[config.mk]
export PLATFORM = sky130hd
export DESIGN_NAME = software_assisted_twowire_port
export DESIGN_NICKNAME = d
export VERILOG_FILES = /design/src/hdl/twowire_pkg.sv /design/src/hdl/software_assisted_twowire_port.sv
export VERILOG_INCLUDE_DIRS = /design/src /design/src/hdl
export SDC_FILE = /design/constraint.sdc
export NUM_CORES = 1
export LEC_CHECK = 0
export BUFFER_PORTS_ARGS = -buffer_cell sky130_fd_sc_hd__buf_2
export CAP_MARGIN = 20
export CELL_PAD_IN_SITES_DETAIL_PLACEMENT = 0
export CELL_PAD_IN_SITES_GLOBAL_PLACEMENT = 1
export CORE_MARGIN = 4
export CORE_UTILIZATION = 37
export CTS_CLUSTER_DIAMETER = 50
export CTS_CLUSTER_SIZE = 8
export DETAILED_ROUTE_END_ITERATION = 10
export HOLD_SLACK_MARGIN = 0.05
export PLACE_DENSITY_LB_ADDON = 0.1
export SYNTH_ARGS = -nofsm -noshare
export SYNTH_HDL_FRONTEND = slang
export SYNTH_SLANG_ARGS = --single-unit
[constraint.sdc]
create_clock -name hclk -period 3.75 [get_ports hclk]
set_input_delay 0.1875 -clock hclk [delete_from_list [all_inputs] [get_ports hclk]]
set_output_delay 0.1875 -clock hclk [all_outputs]
set_load 0.01 [all_outputs]
[src/hdl/twowire_defs.svh]
// Offsets, field positions and reset values of the two-wire port.
// Assumes inclusion by the package and the bench; the guard keeps it once per compile.
`ifndef TWOWIRE_DEFS_SVH
`define TWOWIRE_DEFS_SVH
`define DATA_INDEX        8'h9B
`define DATA_ADDR         12'h26C
`define CTRL_ADDR         12'h000
`define STAT_ADDR         12'h004
`define CTRL_COUNT_WIDTH_SELECT_BIT   0
`define CTRL_EN_BIT       1
`define STAT_CNT_BIT      0
`define STAT_COND_BIT     1
`define STAT_STRETCH_BIT  2
`define STAT_START_BIT    3
`define STAT_STOP_BIT     4
`define STAT_COUNT_LSB    8
`define DATA_RESET        8'hFF
`define CTRL_RESET        2'h2
`define FULL_COUNT        4'h8
`define ONE_COUNT         4'h1
`endif

[src/hdl/twowire_pkg.sv]
// Types shared by the two-wire port.
// Assumes the defines header sits beside this file.
package twowire_pkg;
`include "twowire_defs.svh"
	typedef enum logic [1:0]
	{
		BUS_IDLE,
		BUS_READ,
		BUS_WRITE
	} bus_phase_e;
	typedef logic [7:0] byte_t;
endpackage

[src/hdl/software_assisted_twowire_port.sv]
// Software-assisted two-wire serial port with an AHB-Lite register slave.
// Assumes SDA is formed outside by joining the input and open-drain output.
// Operation
// Bit counter: SCL fall counts, access/condition clears
// START or STOP raises condition interrupt
// Count interrupt when counter reaches eight
// Select makes count interrupt fire per bit; code fires only at the first SCL fall after a clear
// Hold SCL low after eighth bit
// One-bit interrupt after acknowledge latched
// Data register access clears count interrupt
// Unread byte lost when next transfer starts
// Sample SDA into buffer on SCL rise
// Master transmit: software writes FF for acknowledge
// Software acknowledges with 7F, not-acknowledge FF
// Software makes START and STOP in master
// Software changes SDA only while SCL low
// Software does address, direction, acknowledge in slave
// Slave transmit shifts written byte per SCL
// After slave byte, flag and stretch until write
// Slave receive: FF first, flag and stretch
// Data write clears interrupt, releases stretch
// Board joins serial pins to form SDA
// Master SCL from source select or software; code has no source select and drives SCL low only for the stretch
// Reset clears counter, interrupts and stretch
`timescale 1ns/1ps
module software_assisted_twowire_port
	import twowire_pkg::*;
(
	input  wire logic        hclk,
	input  wire logic        hresetn,
	input  wire logic        hsel,
	input  wire logic [31:0] haddr,
	input  wire logic [1:0]  htrans,
	input  wire logic        hwrite,
	input  wire logic [2:0]  hsize,
	input  wire logic [31:0] hwdata,
	input  wire logic        hready,
	output logic      [31:0] hrdata,
	output logic             hreadyout,
	output logic             hresp,
	input  wire logic        scl_in,
	output logic             scl_out,
	output logic             scl_oe,
	input  wire logic        sda_in,
	output logic             sda_out,
	output logic             sda_oe,
	output logic             bit_count_irq,
	output logic             bus_condition_irq
);

	bus_phase_e  phase_ff;
	logic [11:0] addr_ff;
	logic [1:0]  twowire_control_ff;
	byte_t       shift_ff;
	logic [3:0]  count_ff;
	logic        cnt_flag_ff;
	logic        cond_flag_ff;
	logic        stretch_ff;
	logic        start_seen_ff;
	logic        stop_seen_ff;
	logic [1:0]  scl_sync_ff;
	logic [1:0]  sda_sync_ff;
	logic        scl_prev_ff;
	logic        sda_prev_ff;
	logic        scl_rise;
	logic        scl_fall;
	logic        start_det;
	logic        stop_det;
	logic        data_rd;
	logic        data_wr;
	logic        data_access;
	logic        count_hit;
	logic        enable;
	logic [3:0]  target;
	logic [31:0] rd_mux;

	assign hreadyout = 1'b1;
	assign hresp     = 1'b0;
	assign enable    = twowire_control_ff[`CTRL_EN_BIT];

	// Address phase capture
	always_ff @(posedge hclk or negedge hresetn)
	begin
		if (!hresetn)
		begin
			phase_ff <= BUS_IDLE;
			addr_ff  <= 12'h000;
		end
		else if (hready)
		begin
			if (hsel && htrans[1])
			begin
				phase_ff <= hwrite ? BUS_WRITE : BUS_READ;
				addr_ff  <= haddr[11:0];
			end
			else
				phase_ff <= BUS_IDLE;
		end
	end

	assign data_rd     = (phase_ff == BUS_READ) && (addr_ff == `DATA_ADDR);
	assign data_wr     = (phase_ff == BUS_WRITE) && (addr_ff == `DATA_ADDR);
	assign data_access = data_rd || data_wr;

	always_comb
	begin
		rd_mux = 32'h0000_0000;
		case (haddr[11:0])
			`DATA_ADDR: rd_mux[7:0] = shift_ff;
			`CTRL_ADDR: rd_mux[1:0] = twowire_control_ff;
			`STAT_ADDR:
			begin
				rd_mux[`STAT_CNT_BIT]     = cnt_flag_ff;
				rd_mux[`STAT_COND_BIT]    = cond_flag_ff;
				rd_mux[`STAT_STRETCH_BIT] = stretch_ff;
				rd_mux[`STAT_START_BIT]   = start_seen_ff;
				rd_mux[`STAT_STOP_BIT]    = stop_seen_ff;
				rd_mux[`STAT_COUNT_LSB+3:`STAT_COUNT_LSB] = count_ff;
			end
			default: rd_mux = 32'h0000_0000;
		endcase
	end

	// Read data captured with the address phase, stands through the data phase
	always_ff @(posedge hclk or negedge hresetn)
	begin
		if (!hresetn)
			hrdata <= 32'h0000_0000;
		else if (hready && hsel && htrans[1] && !hwrite)
			hrdata <= rd_mux;
	end

	always_ff @(posedge hclk or negedge hresetn)
	begin
		if (!hresetn)
			twowire_control_ff <= `CTRL_RESET;
		else if ((phase_ff == BUS_WRITE) && (addr_ff == `CTRL_ADDR))
			twowire_control_ff <= hwdata[1:0];
	end

	// Pin synchronisers
	always_ff @(posedge hclk or negedge hresetn)
	begin
		if (!hresetn)
		begin
			scl_sync_ff <= 2'h3;
			sda_sync_ff <= 2'h3;
			scl_prev_ff <= 1'b1;
			sda_prev_ff <= 1'b1;
		end
		else
		begin
			scl_sync_ff <= {scl_sync_ff[0], scl_in};
			sda_sync_ff <= {sda_sync_ff[0], sda_in};
			scl_prev_ff <= scl_sync_ff[1];
			sda_prev_ff <= sda_sync_ff[1];
		end
	end

	assign scl_rise  = enable && scl_sync_ff[1] && !scl_prev_ff;
	assign scl_fall  = enable && !scl_sync_ff[1] && scl_prev_ff;
	assign start_det = enable && scl_sync_ff[1] && scl_prev_ff && sda_prev_ff && !sda_sync_ff[1];
	assign stop_det  = enable && scl_sync_ff[1] && scl_prev_ff && !sda_prev_ff && sda_sync_ff[1];

	assign target    = twowire_control_ff[`CTRL_COUNT_WIDTH_SELECT_BIT] ? `ONE_COUNT : `FULL_COUNT;
	assign count_hit = scl_fall && ((count_ff + 4'h1) == target);

	always_ff @(posedge hclk or negedge hresetn)
	begin
		if (!hresetn)
			count_ff <= 4'h0;
		else if (data_access || start_det || stop_det)
			count_ff <= 4'h0;
		else if (scl_fall && count_ff != 4'hF)
			count_ff <= count_ff + 4'h1;
	end

	// Shift register: sample on rise, present next bit after fall
	always_ff @(posedge hclk or negedge hresetn)
	begin
		if (!hresetn)
			shift_ff <= `DATA_RESET;
		else if (data_wr)
			shift_ff <= hwdata[7:0];
		else if (scl_rise)
			shift_ff <= {shift_ff[6:0], sda_sync_ff[1]};
	end

	// MSB drives open-drain SDA, so the byte shifts out by master SCL
	assign sda_out = 1'b0;
	always_ff @(posedge hclk or negedge hresetn)
	begin
		if (!hresetn)
			sda_oe <= 1'b0;
		else if (!enable)
			sda_oe <= 1'b0;
		else if (data_wr)
			sda_oe <= !hwdata[7];
		else if (scl_fall)
			sda_oe <= !shift_ff[7];
	end

	// Count flag: set beats clear; a new byte's first bit drops an unread flag
	always_ff @(posedge hclk or negedge hresetn)
	begin
		if (!hresetn)
			cnt_flag_ff <= 1'b0;
		else if (count_hit)
			cnt_flag_ff <= 1'b1;
		else if (data_access)
			cnt_flag_ff <= 1'b0;
		else if (scl_fall && cnt_flag_ff)
			cnt_flag_ff <= 1'b0;
	end

	// Stretch after a full byte until software writes data
	always_ff @(posedge hclk or negedge hresetn)
	begin
		if (!hresetn)
			stretch_ff <= 1'b0;
		else if (count_hit && target == `FULL_COUNT)
			stretch_ff <= 1'b1;
		else if (data_wr)
			stretch_ff <= 1'b0;
	end

	assign scl_out = 1'b0;
	assign scl_oe  = stretch_ff;

	always_ff @(posedge hclk or negedge hresetn)
	begin
		if (!hresetn)
		begin
			cond_flag_ff  <= 1'b0;
			start_seen_ff <= 1'b0;
			stop_seen_ff  <= 1'b0;
		end
		else if (start_det || stop_det)
		begin
			cond_flag_ff  <= 1'b1;
			start_seen_ff <= start_det;
			stop_seen_ff  <= stop_det;
		end
		// Clear only a condition that the status read reported
		else if ((phase_ff == BUS_READ) && (addr_ff == `STAT_ADDR) && hrdata[`STAT_COND_BIT])
			cond_flag_ff  <= 1'b0;
	end

	assign bit_count_irq     = cnt_flag_ff;
	assign bus_condition_irq = cond_flag_ff;

	property p_count_clear;
		@(posedge hclk) disable iff (!hresetn)
		(data_access && !start_det) |=> (count_ff == 4'h0);
	endproperty
	a_count_clear: assert property (p_count_clear) else $error("counter not cleared");

	property p_count_step;
		@(posedge hclk) disable iff (!hresetn)
		(scl_fall && !data_access && !start_det && !stop_det && count_ff < 4'h7)
			|=> (count_ff == $past(count_ff) + 4'h1);
	endproperty
	a_count_step: assert property (p_count_step) else $error("counter missed fall");

	property p_cond;
		@(posedge hclk) disable iff (!hresetn)
		(start_det || stop_det) |=> bus_condition_irq;
	endproperty
	a_cond: assert property (p_cond) else $error("condition irq missing");

	property p_eight;
		@(posedge hclk) disable iff (!hresetn)
		(scl_fall && count_ff == 4'h7 && !twowire_control_ff[0] && !data_access && !start_det && !stop_det)
			|=> bit_count_irq && scl_oe;
	endproperty
	a_eight: assert property (p_eight) else $error("no irq or stretch at eight");

	property p_one;
		@(posedge hclk) disable iff (!hresetn)
		(scl_fall && count_ff == 4'h0 && twowire_control_ff[0] && !data_access && !start_det && !stop_det)
			|=> bit_count_irq;
	endproperty
	a_one: assert property (p_one) else $error("no one-bit irq");

	property p_hold;
		@(posedge hclk) disable iff (!hresetn)
		(scl_oe && !data_wr) |=> scl_oe;
	endproperty
	a_hold: assert property (p_hold) else $error("stretch released early");

	property p_wr_release;
		@(posedge hclk) disable iff (!hresetn)
		(data_wr && !count_hit) |=> (!scl_oe && !bit_count_irq);
	endproperty
	a_wr_release: assert property (p_wr_release) else $error("write did not release");

	property p_rd_clear;
		@(posedge hclk) disable iff (!hresetn)
		(data_rd && !count_hit) |=> !bit_count_irq;
	endproperty
	a_rd_clear: assert property (p_rd_clear) else $error("read did not clear");

	property p_lost;
		@(posedge hclk) disable iff (!hresetn)
		(bit_count_irq && scl_fall && !count_hit) |=> !bit_count_irq;
	endproperty
	a_lost: assert property (p_lost) else $error("stale irq kept");

	property p_sample;
		@(posedge hclk) disable iff (!hresetn)
		(scl_rise && !data_wr) |=> (shift_ff[0] == $past(sda_sync_ff[1]));
	endproperty
	a_sample: assert property (p_sample) else $error("bit not sampled");

	property p_rd_data;
		@(posedge hclk) disable iff (!hresetn)
		(hready && hsel && htrans[1] && !hwrite && (haddr[11:0] == `DATA_ADDR)) |=> (hrdata[7:0] == $past(shift_ff));
	endproperty
	a_rd_data: assert property (p_rd_data) else $error("read data not the shift byte");

	property p_one_no_stretch;
		@(posedge hclk) disable iff (!hresetn)
		(count_hit && twowire_control_ff[`CTRL_COUNT_WIDTH_SELECT_BIT] && !scl_oe) |=> !scl_oe;
	endproperty
	a_one_no_stretch: assert property (p_one_no_stretch) else $error("stretch in one-bit mode");

	property p_cond_clear;
		@(posedge hclk) disable iff (!hresetn)
		((phase_ff == BUS_READ) && (addr_ff == `STAT_ADDR) && hrdata[`STAT_COND_BIT] && !start_det && !stop_det)
			|=> !bus_condition_irq;
	endproperty
	a_cond_clear: assert property (p_cond_clear) else $error("condition irq kept after read");

	property p_sda_drive;
		@(posedge hclk) disable iff (!hresetn)
		(data_wr && enable) |=> (sda_oe == !$past(hwdata[7]));
	endproperty
	a_sda_drive: assert property (p_sda_drive) else $error("first bit not driven");

	property p_quiet;
		@(posedge hclk) disable iff (!hresetn)
		(!enable) |=> !sda_oe;
	endproperty
	a_quiet: assert property (p_quiet) else $error("data line driven while disabled");

	c_byte: cover property (@(posedge hclk) disable iff (!hresetn) count_hit && !twowire_control_ff[0]);
	c_lost: cover property (@(posedge hclk) disable iff (!hresetn) bit_count_irq && scl_fall && !count_hit);
	c_ack: cover property (@(posedge hclk) disable iff (!hresetn) count_hit && twowire_control_ff[0]);
	c_start: cover property (@(posedge hclk) disable iff (!hresetn) start_det);
	c_release: cover property (@(posedge hclk) disable iff (!hresetn) scl_oe ##1 !scl_oe);

endmodule

==> flow_summary.ini <==
[status]
status = finished clean

[timing]
period_share_pct = 46.5
tightestPinTransition_ns = 0.635
hold-worst-slack_ns = 0.107
hold_violations = 0
max_freq_mhz = 574
setup_violations = 0
rsz0062_at_grt = no
drv_slew = 0
post-route-min-period_ns = 1.74
timing.final.ws_setup_ns = 2.01
slew_headroom_pct = 57.3
fin_skew_ns = 0.0110
fin_setup_tns_ns = 0

[routing]
viasPerCell = 5.02
first_iter_violations = 55
vias = 1718
wl_per_cell_um = 15.3
wirelength_mm = 5.24
drc_errors = 0
drtPass1Iterations = 4
final_antenna_net_count = 0

[logic_synthesis]
yosysWarnings = 0
ys_seq_elements = 52
async_flop_share_pct = 100
syn_area_mm2 = 0.00248
ys_seq_area_share_pct = 53.2
synthDistinctLibCells = 42
synth_edf_count = 0
avgSynthCellArea_um2 = 11.5
syn_inst = 216
ys.flop_type = dfrtp_1

[floorplan]
rows = 29
core_mm2 = 0.00642
fp.dieH_um = 89.9
die_area_mm2 = 0.00808
die_w_um = 89.9
start_util_pct = 38.6
io_pins = 116

[grt]
busiest_layer = met2
met3_usage_pct = 3.34
grt_first_pass_wirelength_mm = 8.98
grt_util_met2_pct = 21.6
first_global_vias = 1729
grt-ovfl-total = 0
globalRouteTotalUtil_pct = 13.6
antenna_found_initial = 0
grt_max_degree = 32
use_met1_pct = 18.6

[critical_path]
start_kind = flip-flop
critPathCaptureType = flip-flop
required_ns = 3.95
worstSetupPathType = reg2reg
crit_fanout = 3
cp_cell_sequence = nor3_1 -> nand3_1 -> or4_4 -> mux2_4
crit_arrival_ns = 1.94
cpPeakStageDelay_ns = 0.46
crit_slowest_cell = or4_4

[clock_network]
clkTransAtPathRegs_ns = 0.10
cts_buffers = 5
cts_sinks = 52
cts_hold_buf = 3
cts_setup_buffers = 0
htree_levels = 2
clk_root_buffer_cell = clkbuf_8
clockBufferDepth = 2
cts_tree = yes
cts_resized = 0
worstSkewPairLatency_ns = 0.30

[placed_design]
post_dp_cell_area_mm2 = 0.00269
place_ws_ns = 1.93
dp.cells = 331
place.gp.congestion = 0.742
place_hpwl_mm = 3.84
port_buffers = 43

[power_and_ir_drop]
max-vdd-ir-drop_mv = 0.183
p_total_mw = 1.43
p_per_area_mw_per_mm2 = 504
leakagePower_nw = 1.37

[finish]
final_common_cell = buf_2
design_area_mm2 = 0.00283
finalNonFillerCells = 342
antenna_cells = 0
final_core_util_pct = 44.1
fillers = 624
area_delta_synth_final_pct = 14.2
drive_above_1_share_pct = 33.2
nNetsFinal = 341
layout_common_cells = buf_2, dfrtp_1, conb_1

[worst_hold_path]
hp-class = in2reg

[run]
maxCapViolations = 0
## final timing paths
check / startpoint / end / slack [ns] / cells after the start
max: addr_ff[1] / twowire_control_ff[0] / 2.01 / 4
min: hwdata[5] / shift_ff[5] / 0.11 / 3
max reg2reg: addr_ff[1] / twowire_control_ff[0] / 2.01 / 4
min reg2reg: sda_sync_ff[0] / sda_sync_ff[1] / 0.36 / 0
max in group asynchronous: hresetn / scl_sync_ff[1] / 2.54 / 3
min in group asynchronous: hresetn / count_ff[3] / 0.38 / 2
## cell usage after synthesis, types with 2 or more instances
cell / number / share of area (%)
o21ai_0: 8 / 1.6
clkbuf_1: 4 / 0.61
nor2_1: 13 / 2.0
and2_1: 4 / 1.0
xor2_1: 2 / 0.71
nor3_1: 4 / 0.81
xnor2_1: 3 / 1.1
dfstp_2: 15 / 16
nand4_1: 2 / 0.50
a22oi_1: 2 / 0.61
buf_4: 24 / 7.3
nand3_1: 5 / 1.0
nor4_1: 3 / 0.76
nand3b_1: 4 / 1.2
dfrtp_1: 37 / 37
buf_1: 2 / 0.30
a22o_1: 8 / 2.8
mux2_2: 14 / 6.4
a221o_1: 3 / 1.2
mux2_4: 2 / 1.2
conb_1: 2 / 0.30
inv_1: 5 / 0.76
o211ai_1: 2 / 0.61
nand2_1: 9 / 1.4
and3_1: 2 / 0.50
a21oi_1: 13 / 2.6
mux2i_1: 9 / 3.6
## where the power goes
part	switching (mW)	total [mW]	internal [mW]
clock	0.183	0.382	0.198
sequential	0.109	0.804	0.695
combinational	0.114	0.243	0.129
## state kept, by name, summed over array words and instances (netlist names), 2 cells and up
| register | count |
|---|---|
| hrdata | 12 |
| count_ff | 4 |
| addr_ff | 12 |
| sda_sync_ff | 2 |
| twowire_control_ff | 2 |
| shift_ff | 8 |
| scl_sync_ff | 2 |
| phase_ff | 2 |
## worst max-delay path: cells and delay by family, from the launching register on
kind | cells | cell delay [ns]
multiplexers | 1 | 0.31
AND/OR/NAND/NOR | 3 | 0.95
flip-flops | 1 | 0.38
## area by class of cell
type / instances / area [µm²] / area share, %
sequential: 52 / 1320 / 46.6
multi-input combinational: 151 / 1020 / 36.1
timing repair buffer: 49 / 268 / 9.46
tap: 77 / 96.3 / 3.40
clock buffer: 6 / 72.6 / 2.56
clock inverter: 2 / 35.0 / 1.24
inverter: 5 / 18.8 / 0.663
## metal layers
| metal | up-vias | routed length [µm] |
|---|---|---|
| met4 | 0 | 38 |
| met5 | - | 0 |
| met3 | 5 | 282 |
| met2 | 57 | 2360 |
| li1 | 820 | - |
| met1 | 836 | 2560 |
## logic make-up after synthesis
logic type                 share of synthesized area (%)
AOI/OAI and AO/OA                                   11.5
xor gates and xnor gates                            1.77
adders and majority gates                          0.504
buffers and inverters                               8.93
DFF                                                 53.2
muxes                                               11.2
other                                              0.303
and+or+nand+nor                                     12.6
(Power assumes the default switching activity.)
